File: src/hdl/writ_pkg.sv
// package: constants for the wiper register two-wire target
package writ_pkg;
	localparam logic [6:0] WRIT_TARGET_CODE  = 7'h2a; // arbitrary target code
	localparam logic [7:0] WRIT_REG_WIPER    = 8'h00;
	localparam logic [6:0] WRIT_WIPER_RESET  = 7'h40;
	localparam logic       WRIT_DIR_READ     = 1'b1;
	localparam logic       WRIT_DIR_WRITE    = 1'b0;
	localparam logic [3:0] WRIT_BITS_PER_BYTE = 4'h8;

	typedef enum logic [2:0]
	{
		WRIT_IDLE   = 3'b000,
		WRIT_IDENT  = 3'b001,
		WRIT_ADDR   = 3'b011,
		WRIT_DATA   = 3'b010,
		WRIT_SEND   = 3'b110,
		WRIT_ACKCHK = 3'b111,
		WRIT_IGNORE = 3'b101
	} writ_state_e;
endpackage

File: src/hdl/writ_target.sv
// two-wire target holding the 7-bit wiper position register
// Contract
// - target acks ident, address, data on write, then ignores the bus until the next start or stop
// - data bits shift in one by one; wiper untouched until byte done
// - address zero: data copied to wiper on falling clock of last bit
// - no ack for nonzero address or foreign target code
// - update only with valid ident, address and exact clock count
// - target acks both ident bytes and the address on a read
// - target keeps sending bytes while controller acks after eighth bit
// - ident byte is 7-bit code then direction bit, 1 read, 0 write
// - wiper register presets to 40h at power-up
// - every byte travels most significant bit first
`timescale 1ns/10ps
module writ_target
	import writ_pkg::*;
(
	input  wire logic       core_clk_in,
	input  wire logic       rst_b_in,
	input  wire logic       scl_in,
	input  wire logic       sda_in,
	output logic            sda_out,
	output logic            sda_oe_out,
	output logic [6:0]      wiper_out
);
	typedef struct packed
	{
		writ_state_e state;
		logic [7:0]  shift;
		logic [3:0]  bitcnt;
		logic        in_ack;
		logic        ack_ok;
		logic        addr_ok;
		logic        dir_rd;
		logic [6:0]  wiper;
		logic        sda_o;
		logic        sda_oe;
	} writ_state_s;

	writ_state_s st_q;
	writ_state_s st_d;

	logic scl_s;
	logic scl_p;
	logic sda_s;
	logic sda_p;

	writ_sync u_scl
	(
		.core_clk_in (core_clk_in),
		.rst_b_in    (rst_b_in),
		.async_in    (scl_in),
		.sync_out    (scl_s),
		.prev_out    (scl_p)
	);

	writ_sync u_sda
	(
		.core_clk_in (core_clk_in),
		.rst_b_in    (rst_b_in),
		.async_in    (sda_in),
		.sync_out    (sda_s),
		.prev_out    (sda_p)
	);

	logic scl_rise;
	logic scl_fall;
	logic start_c;
	logic stop_c;
	logic [7:0] rx_byte;

	assign scl_rise = scl_s & ~scl_p;
	assign scl_fall = ~scl_s & scl_p;
	assign start_c  = scl_s & scl_p & sda_p & ~sda_s;
	assign stop_c   = scl_s & scl_p & ~sda_p & sda_s;
	assign rx_byte  = st_q.shift;

	always_comb
	begin
		st_d = st_q;
		if (start_c)
		begin
			// a restart keeps the address validity for the read that follows
			st_d.state  = WRIT_IDENT;
			st_d.bitcnt = 4'h0;
			st_d.in_ack = 1'b0;
			st_d.sda_oe = 1'b0;
		end
		else if (stop_c)
		begin
			st_d.state   = WRIT_IDLE;
			st_d.addr_ok = 1'b0;
			st_d.in_ack  = 1'b0;
			st_d.sda_oe  = 1'b0;
		end
		else
		begin
			case (st_q.state)
				WRIT_IDLE, WRIT_IGNORE:
				begin
					st_d.sda_oe = 1'b0;
				end
				WRIT_IDENT, WRIT_ADDR, WRIT_DATA:
				begin
					if (scl_rise && !st_q.in_ack)
					begin
						st_d.shift  = {st_q.shift[6:0], sda_s};
						st_d.bitcnt = st_q.bitcnt + 4'h1;
					end
					else if (scl_fall && !st_q.in_ack && st_q.bitcnt == WRIT_BITS_PER_BYTE)
					begin
						st_d.in_ack = 1'b1;
						st_d.ack_ok = 1'b0;
						if (st_q.state == WRIT_IDENT)
						begin
							st_d.ack_ok = (rx_byte[7:1] == WRIT_TARGET_CODE);
							st_d.dir_rd = (rx_byte[0] == WRIT_DIR_READ);
							if (rx_byte[0] == WRIT_DIR_READ && !st_q.addr_ok)
								st_d.ack_ok = 1'b0;
						end
						else if (st_q.state == WRIT_ADDR)
						begin
							st_d.ack_ok  = (rx_byte == WRIT_REG_WIPER);
							st_d.addr_ok = (rx_byte == WRIT_REG_WIPER);
						end
						else
						begin
							st_d.ack_ok = 1'b1;
							if (st_q.addr_ok)
								st_d.wiper = rx_byte[6:0];
						end
						st_d.sda_o  = 1'b0;
						st_d.sda_oe = st_d.ack_ok;
					end
					else if (scl_fall && st_q.in_ack)
					begin
						st_d.in_ack = 1'b0;
						st_d.sda_oe = 1'b0;
						st_d.bitcnt = 4'h0;
						if (!st_q.ack_ok)
							st_d.state = WRIT_IGNORE;
						else if (st_q.state == WRIT_IDENT && st_q.dir_rd)
						begin
							st_d.state  = WRIT_SEND;
							st_d.shift  = {1'b0, st_q.wiper};
							st_d.sda_o  = 1'b0;
							st_d.sda_oe = 1'b0;
						end
						else if (st_q.state == WRIT_IDENT)
							st_d.state = WRIT_ADDR;
						else if (st_q.state == WRIT_ADDR)
							st_d.state = WRIT_DATA;
						else
							st_d.state = WRIT_IGNORE;
					end
				end
				WRIT_SEND:
				begin
					if (scl_fall && st_q.bitcnt != WRIT_BITS_PER_BYTE)
					begin
						// drive msb first, then shift up
						st_d.sda_o  = st_q.shift[7];
						st_d.sda_oe = ~st_q.shift[7];
						st_d.shift  = {st_q.shift[6:0], 1'b0};
						st_d.bitcnt = st_q.bitcnt + 4'h1;
					end
					else if (scl_fall)
					begin
						st_d.sda_oe = 1'b0;
						st_d.state  = WRIT_ACKCHK;
					end
				end
				WRIT_ACKCHK:
				begin
					// ack taken on the rise, next byte waits for the fall: sda stays put while scl high
					if (scl_rise)
					begin
						if (!sda_s)
							st_d.in_ack = 1'b1;
						else
							st_d.state = WRIT_IGNORE;
					end
					else if (scl_fall && st_q.in_ack)
					begin
						st_d.in_ack = 1'b0;
						st_d.shift  = {1'b0, st_q.wiper};
						st_d.bitcnt = 4'h0;
						st_d.state  = WRIT_SEND;
					end
				end
				default:
				begin
					st_d.state = WRIT_IDLE;
				end
			endcase
		end
		// send starts on the ack-release fall, so first bit is driven now
		if (st_q.state != WRIT_SEND && st_d.state == WRIT_SEND)
		begin
			st_d.sda_o  = st_d.shift[7];
			st_d.sda_oe = ~st_d.shift[7];
			st_d.shift  = {st_d.shift[6:0], 1'b0};
			st_d.bitcnt = 4'h1;
		end
	end

	always_ff @(posedge core_clk_in or negedge rst_b_in)
	begin
		if (!rst_b_in)
		begin
			st_q.state   <= WRIT_IDLE;
			st_q.shift   <= 8'h00;
			st_q.bitcnt  <= 4'h0;
			st_q.in_ack  <= 1'b0;
			st_q.ack_ok  <= 1'b0;
			st_q.addr_ok <= 1'b0;
			st_q.dir_rd  <= 1'b0;
			st_q.wiper   <= WRIT_WIPER_RESET;
			st_q.sda_o   <= 1'b0;
			st_q.sda_oe  <= 1'b0;
		end
		else
			st_q <= st_d;
	end

	assign sda_out    = st_q.sda_o;
	assign sda_oe_out = st_q.sda_oe;
	assign wiper_out  = st_q.wiper;
endmodule

File: src/hdl/writ_sync.sv
// two-flop synchroniser with one-cycle delayed copy for edge detection
`timescale 1ns/10ps
module writ_sync
	import writ_pkg::*;
(
	input  wire logic core_clk_in,
	input  wire logic rst_b_in,
	input  wire logic async_in,
	output logic      sync_out,
	output logic      prev_out
);
	typedef struct packed
	{
		logic meta;
		logic sync;
		logic prev;
	} writ_sync_s;

	writ_sync_s st_q;
	writ_sync_s st_d;

	always_comb
	begin
		st_d.meta = async_in;
		st_d.sync = st_q.meta;
		st_d.prev = st_q.sync;
	end

	// bus idles high, so reset to high avoids a false edge
	always_ff @(posedge core_clk_in or negedge rst_b_in)
	begin
		if (!rst_b_in)
			st_q <= 3'h7;
		else
			st_q <= st_d;
	end

	assign sync_out = st_q.sync;
	assign prev_out = st_q.prev;
endmodule

File: config.mk
export PLATFORM = sky130hd
export DESIGN_NAME = writ_target
export DESIGN_NICKNAME = d
export VERILOG_FILES = /design/src/hdl/writ_pkg.sv /design/src/hdl/writ_target.sv /design/src/hdl/writ_sync.sv
export SDC_FILE = /design/constraint.sdc
export NUM_CORES = 1
export LEC_CHECK = 0
export BUFFER_PORTS_ARGS = -buffer_cell sky130_fd_sc_hd__buf_2
export CAP_MARGIN = 40
export CORE_MARGIN = 5
export CORE_UTILIZATION = 60
export CTS_CLUSTER_DIAMETER = 80
export DETAILED_ROUTE_END_ITERATION = 6
export PLACE_DENSITY = 0.79
export SLEW_MARGIN = 20
export SYNTH_ARGS = -nofsm -noshare
export SYNTH_HDL_FRONTEND = slang
export SYNTH_HIERARCHICAL = 1
export SYNTH_SLANG_ARGS = --single-unit
File: constraint.sdc
create_clock -name core_clk_in -period 3.57 [get_ports core_clk_in]
set_input_delay 0.8925 -clock core_clk_in [delete_from_list [all_inputs] [get_ports core_clk_in]]
set_output_delay 0.8925 -clock core_clk_in [all_outputs]
set_load 0.01 [all_outputs]
==> impl_results.md, run 1 <==
* Status: complete, no violations
* Dpl hpwl at 3070 um
* WS Path Type: reg -> reg
* Worst Clk Skew at 0.0157 ns
* Worst skew pair latency at between 0.3 and 0.4 ns
* Post_cts resized at 0
* Register-to-Register Path Depth at 4
* Reg-to-Reg End: st_q[15]
* Die Area at 4500 sq um
* Routability cong. at 0.938
* Fin crit period at 2.31 ns
* Post-route design area at 2020 sq um
* Area of the multi-input gates at ~960 sq um
* Critical Path RT at 3.83 ns
* DP Area at 1960 sq um
* Hold Buf Count CTS at 0
* Setup TNS Final at 0 ns
* Post-route DRC violation count at 0
* Die Ht at 67.1 um
* Vias in the first global route at 1549
* Share of cells above drive strength 1 at 19.1%
* Die span in x at between 60 and 70 um
* PortBufs at 12
* Bufs on Longest Clock Path at 2
* Cells after Synth at 196
* TritonCTS clock tree: done
* Peak VDD IR at between 0.3 and 0.4 mV
* Final period util at 64.7%
* Flop2flop setup slack at approximately 1.3 ns
* Setup crit start kind: flop
* Final nets at between 200 and 250
* Top-area cell type share of the netlist area at 34.6%
* Max Freq at ~430 MHz
* RSZ-0062 raised after global routing: no
* Vias per inst at 6.82
* Levels on crit path at 4
* Overall Global Routing Usage at 22.2%
* Via count at 1658
* Post-synthesis instance area at around 2000 sq um
* Clk pin slew, worst setup/hold paths at 0.09 ns
* Slew headroom at 42.6%
* Synth top area cells: dfrtp_1 35%, dfstp_2 9.4%, a22oi_1 4.2%
* CTS Sinks at 34
* Hold crit path type: reg -> reg
* Most frequent cells after synthesis: 27 x dfrtp_1, 17 x nand2_1, 11 x a22oi_1
* Top-count cell post-synth: dfrtp_1
* YS warnings at 6
* Crit path capture: st_q[15]
* # fillers at 252
* Worst r2r src: u_scl/sync_out
* Post-synth EDFFs at 0
* Synth-to-Final Area Change at 3.46%
* Endpoints failing setup at 0
* Power Density at about 520 nW/um^2
* Seq/Total Area, Yosys at 44.0%
* Routed WL per cell at 18.3 um
* Worst path bufs/invs at 0
* Total congestion overflow at 0
* Final Max Slew Viols at 0
* Crit path cell chain: or3b_1 > o21ai_1 > a22oi_1 > mux2i_1
* Initial DRC Count at 223
* Max stage delay on crit path at between 0.7 and 0.8 ns
* Post-route ant nets at 0
* Count of max-cap constraint violations at 0
* Netlist cell types at 56
* Drt total wl at roughly 4500 um
* Antenna violations before repair at 0
* Pin count of the biggest net entering global routing at 35
* Root buffer cell: clkbuf_4
* CORE AREA at 3080 sq um
* Hold Fails Final Rpt at 0
* # IOs at 13
* Worst-path maximum fanout at 12
* Global-route wire length before repair at ~7400 um
* Crit path from: u_scl/sync_out
* Top delay family on crit path: compound AO/OA/AOI/OAI gates
* Htree depth at 2
* Register area at roughly 860 sq um
* Critical path's slowest cell: o21ai_1
* Initial core utilization at 63.5%
* Synth area leader: dfrtp_1
* Syn Area/Cell at 9.96 sq um
* Synth Flop Type: dfrtp_1
* DRT Pass-1 Iters at 5
* Flip-flop and latch count after synthesis at 34
* Leakage power at roughly 0.00086 uW
* Worst-margin pin slew at 0.855 ns
* Setup Fix Bufs, Post-CTS at 0
* # diodes at 0
* Worst Setup End Kind: flop
* Arr. time, crit path at 2.57 ns
* Post-synth ARST share at 100%
* Post-synth net total at 202
* CTS Buf Count at 5
* Std cell rows at 20
==> sequential cells by signal, summed over array words and instances, names as in the netlist <==
register / flops
u_sda/st_d: 1
sda_oe_out: 1
u_scl/prev_out: 1
wiper_out: 7
rx_byte: 8
sda_out: 1
u_sda/prev_out: 1
u_sda/sync_out: 1
u_scl/sync_out: 1
u_scl/st_d: 1
st_q: 11
==> layer usage <==
metal  global-route usage [%]  up-vias  wire, um
met2                     34.6      119      2110
met3                     5.90       26       400
met4                     12.2        0       161
met1                     27.5      790      1780
met5                        0        -         0
li1                         -      723         -
==> stage by stage <==
step / total power [uW] / cells / hold slack [ns] / worst slack, ns / utilization (%)
after floorplan: 740 / 196 / 0.345 / 1.60 / -
after global placement: 800 / 235 / 0.346 / 1.38 / 63.7
after detailed placement: 818 / 235 / 0.348 / 1.35 / 63.7
after CTS: 1040 / 243 / 0.363 / 1.27 / 65.7
after global routing: 1110 / 243 / 0.371 / 1.09 / 65.7
final: 1050 / 243 / 0.360 / 1.26 / 65.7
==> area by class of cell <==
type	instances	area share, %
Tap cell	44	2.72
Clock inverter	1	0.248
Sequential cell	34	42.5
Inverter	7	1.30
Clock buffer	7	2.72
Timing Repair Buffer	12	2.97
Multi-Input combinational cell	138	47.5
==> layout by cell type, fill, tap and decap left out, types with 2 or more instances in the layout <==
master	netlist	layout
a211oi_1	2	2
a21oi_1	4	4
a22o_1	2	2
a22oi_1	11	11
and2_1	2	2
and3b_1	2	2
buf_2	5	12
clkbuf_4	0	5
dfrtp_1	27	27
dfstp_2	7	7
ha_1	2	2
inv_1	7	7
mux2_2	7	7
nand2_1	17	17
nand2b_1	10	10
nand3_1	5	5
nand3b_1	2	2
nand4_1	3	3
nand4b_1	4	4
nor2_1	4	4
nor2b_1	6	6
nor3_1	4	4
nor4_1	2	2
o211ai_1	3	3
o21ai_0	7	7
o21ai_1	8	8
o221ai_1	2	2
o22a_1	2	2
xnor2_1	2	2
==> worst min-delay path by stage <==
stage                  startpoint              to  cells past startpoint
floorplan           u_scl/st_d[1]  u_scl/sync_out                      0
detailed placement  u_scl/st_d[1]  u_scl/sync_out                      0
global route        u_sda/st_d[1]  u_sda/sync_out                      0
global placement    u_sda/st_d[1]  u_sda/sync_out                      0
finish              u_scl/st_d[1]  u_scl/sync_out                      0
CTS                 u_scl/st_d[1]  u_scl/sync_out                      0
==> power breakdown <==
group / switching (uW) / leakage [uW] / total (uW) / internal [uW]
clock network: 132 / 0.0000353 / 228 / 95.4
logic: 189 / 0.000382 / 318 / 129
registers: 84.6 / 0.000444 / 508 / 423
==> kinds of logic (layout without fill, tap and decap cells) <==
family	Yosys count	after routing	synth area share, %
simple gates	69	69	21.2
mux	9	9	5.13
fa+ha+maj	2	2	1.28
xor+xnor	2	2	0.897
buf+inv	24	27	6.85
compound gates	56	56	20.6
flops	34	34	44.0
Note: power is estimated with default switching activity, not from simulation.
==> inputs of run 2 (changes only) <==
CORE_UTILIZATION = 54   (was 60)
PLACE_DENSITY = 0.75   (was 0.79)
clock period = 2.05 ns   (was 3.57 ns; I/O delays follow)
==> run 2 against run 1 <==
The run now ends with negative setup slack left. Critical endpoint is now rx_byte[3]. First-iteration DRC count shrank 16%. Cell count is 20% higher. Register-to-register slack worse by 1.3 ns. Routed wire length grew 19%. Clock-buffer cell count unchanged. Non-clock buffer count rose by 46.
==> impl_results.md, run 2 (synthesized netlist as in run 1, its figures left out) <==
* Arr. time, crit path at 2.36 ns (was 2.57 ns)
* Reg with most FFs: st_q (unchanged)
* Failing checks: negative setup slack
* Hold slack at 0.210 ns (was 0.360 ns)
* Synth-to-Final Area Change at 26.1% (was 3.46%)
* Vias per inst at 6.33 (was 6.82)
* Worst-path maximum fanout at 6 (was 12)
* Std cell rows at 21 (was 20)
* Status: finished, violations left (was complete, no violations)
* Critical path's most frequent cell: buf_6
* Clk pin slew, worst setup/hold paths at 0.11 ns (was 0.09 ns)
* Hold Fails Final Rpt at 0 (unchanged)
* Die span in x at 70.1 um (was 67.1 um)
* Routability cong. at 0.972 (was 0.938)
* Global-route wire length before repair at 8510 um (was 7390 um)
* DRT Pass-1 Iters at 6 (was 5)
* RSZ-0062 raised after global routing: yes (was no)
* # diodes at 0 (unchanged)
* CORE AREA at 3420 sq um (was 3080 sq um)
* Fin crit period at 2.09 ns (was 2.31 ns)
* Critical path's slowest cell: dfstp_2 (was o21ai_1)
* Count of max-cap constraint violations at 0 (unchanged)
* Register-to-Register Path Depth at 7 (was 4)
* Final setup margin at -0.0408 ns (was 1.26 ns)
* TritonCTS clock tree: done (unchanged)
* Antenna violations before repair at 0 (unchanged)
* Share of cells above drive strength 1 at 42.4% (was 19.1%)
* Slew headroom at 50.8% (was 42.6%)
* Crit path from: u_scl/prev_out (was u_scl/sync_out)
* Final Max Slew Viols at 0 (unchanged)
* Commonest cells after routing, fill and taps aside: 42 x buf_4, 26 x dfrtp_1, 17 x nand2_1 (was 27 x dfrtp_1, 17 x nand2_1, 12 x buf_2)
* Die Ht at 70.1 um (was 67.1 um)
* Power Density at 825 nW/um^2 (was 521 nW/um^2)
* Max stage delay on crit path at 0.62 ns (was 0.71 ns)
* Final nets at 250 (was 204)
* Via count at 1843 (was 1658)
* Worst skew pair latency at 0.35 ns (about the same)
* Overall Global Routing Usage at 21.7% (was 22.2%)
* CTS Buf Count at 5 (unchanged)
* Critical Path RT at 2.32 ns (was 3.83 ns)
* Initial DRC Count at 188 (was 223)
* Die Area at 4920 sq um (was 4500 sq um)
* Dpl hpwl at 3460 um (was 3070 um)
* Endpoints failing setup at 7 (was 0)
* Drt total wl at 5290 um (was 4450 um)
* Worst r2r src: u_scl/prev_out (was u_scl/sync_out)
* WS Path Type: reg -> reg (unchanged)
* Commonest non-fill, non-tap cell in the layout: buf_4 (was dfrtp_1)
* Post-route DRC violation count at 0 (unchanged)
* PortBufs at 12 (unchanged)
* Max Freq at 478 MHz (was 433 MHz)
* Worst Setup End Kind: flop (unchanged)
* CTS Sinks at 34 (unchanged)
* Leakage power at 0.00111 uW (was 0.000861 uW)
* Worst path bufs/invs at 2 (was 0)
* Crit path cell chain: buf_6 > nand4b_1 > nand2b_1 > o22ai_2 > or4b_4 > buf_6 > o21ai_2 (was or3b_1 > o21ai_1 > a22oi_1 > mux2i_1)
* Bufs on Longest Clock Path at 2 (unchanged)
* # fillers at 250 (was 252)
* Peak VDD IR at 0.592 mV (was 0.314 mV)
* Root buffer cell: clkbuf_4 (unchanged)
* Top delay family on crit path: simple AND/OR/NAND/NOR gates (was compound AO/OA/AOI/OAI gates)
* Final period util at 102% (was 64.7%)
* Register area at 861 sq um (was 860 sq um)
* Max reg flops at 11 (unchanged)
* Hold crit path type: in -> async (was reg -> reg)
* Pin count of the biggest net entering global routing at 35 (unchanged)
* Levels on crit path at 7 (was 4)
* Worst Clk Skew at 0.0156 ns (was 0.0157 ns)
* Htree depth at 2 (unchanged)
* Post-route ant nets at 0 (unchanged)
* Layout Cells excl Fill at 291 (was 243)
* Vias in the first global route at 1724 (was 1549)
* Pre-CTS WS at -0.0402 ns (was 1.35 ns)
* Placed instance count at 269 (was 235)
* Routed WL per cell at 18.2 um (was 18.3 um)
* Initial core utilization at 57.2% (was 63.5%)
* Setup crit start kind: flop (unchanged)
* Worst-margin pin slew at 0.738 ns (was 0.855 ns)
* Area of the multi-input gates at 1040 sq um (was 960 sq um)
* # IOs at 13 (unchanged)
* Total congestion overflow at 0 (unchanged)
* Setup TNS Final at -0.222 ns (was 0 ns)
-- run 2: timing repair --
item                       CTS  global route
pin swaps                    0             5
setup endpoints to repair    8            12
gates cloned                 0             1
hold buffers                 0             0
setup buffers               11             3
gates resized for setup      3            28
-- run 2: worst register-to-register path: stages, from the launching register on --
cell,delay [ns]
dfstp_2,0.62
buf_6,0.12
nand4b_1,0.19
nand2b_1,0.16
o22ai_2,0.11
or4b_4,0.56
buf_6,0.15
o21ai_2,0.13
-- run 2: final cells by class --
cell class              instances  area share, %
well taps                      46           2.34
inverters                       7           1.07
clock buffers                   7           1.83
flip-flops and latches         34           35.0
repair buffers                 58           17.1
multi-input cells             138           42.4
clock inverters                 1          0.305
-- run 2: stage by stage --
stage	power (uW)	utilization [%]	instance area (sq um)
final	2030	72.1	2460
after global routing	2150	72.1	2460
after CTS	1960	68.6	2340
after detailed placement	1580	64.5	2200
after global placement	1560	64.5	2200
after floorplan	1290	-	1950
-- run 2: routing by layer --
metal / vias up / share of wire (%) / global-route usage, %
li1: 822 / - / -
met1: 900 / 42 / 29.9
met2: 100 / 47 / 32.5
met3: 21 / 7.7 / 5.31
met4: 0 / 3.3 / 8.94
met5: - / 0 / 0
-- run 2: where the power goes --
group          switching (uW)  leakage [uW]  internal, uW
Sequential                111      0.000443           739
Combinational             428      0.000644           388
Clock                     230     0.0000255           135
Total                     769       0.00111          1260
-- run 2: worst paths after layout --
check                                  to  slack (ns)
setup / recovery               rx_byte[3]       -0.04
hold / removal                   st_q[27]        0.21
min in group core_clk_in    u_sda/st_d[1]        0.26
max in group asynchronous        st_q[25]        1.33
setup reg to reg               rx_byte[3]       -0.04
hold reg to reg            u_scl/sync_out        0.36
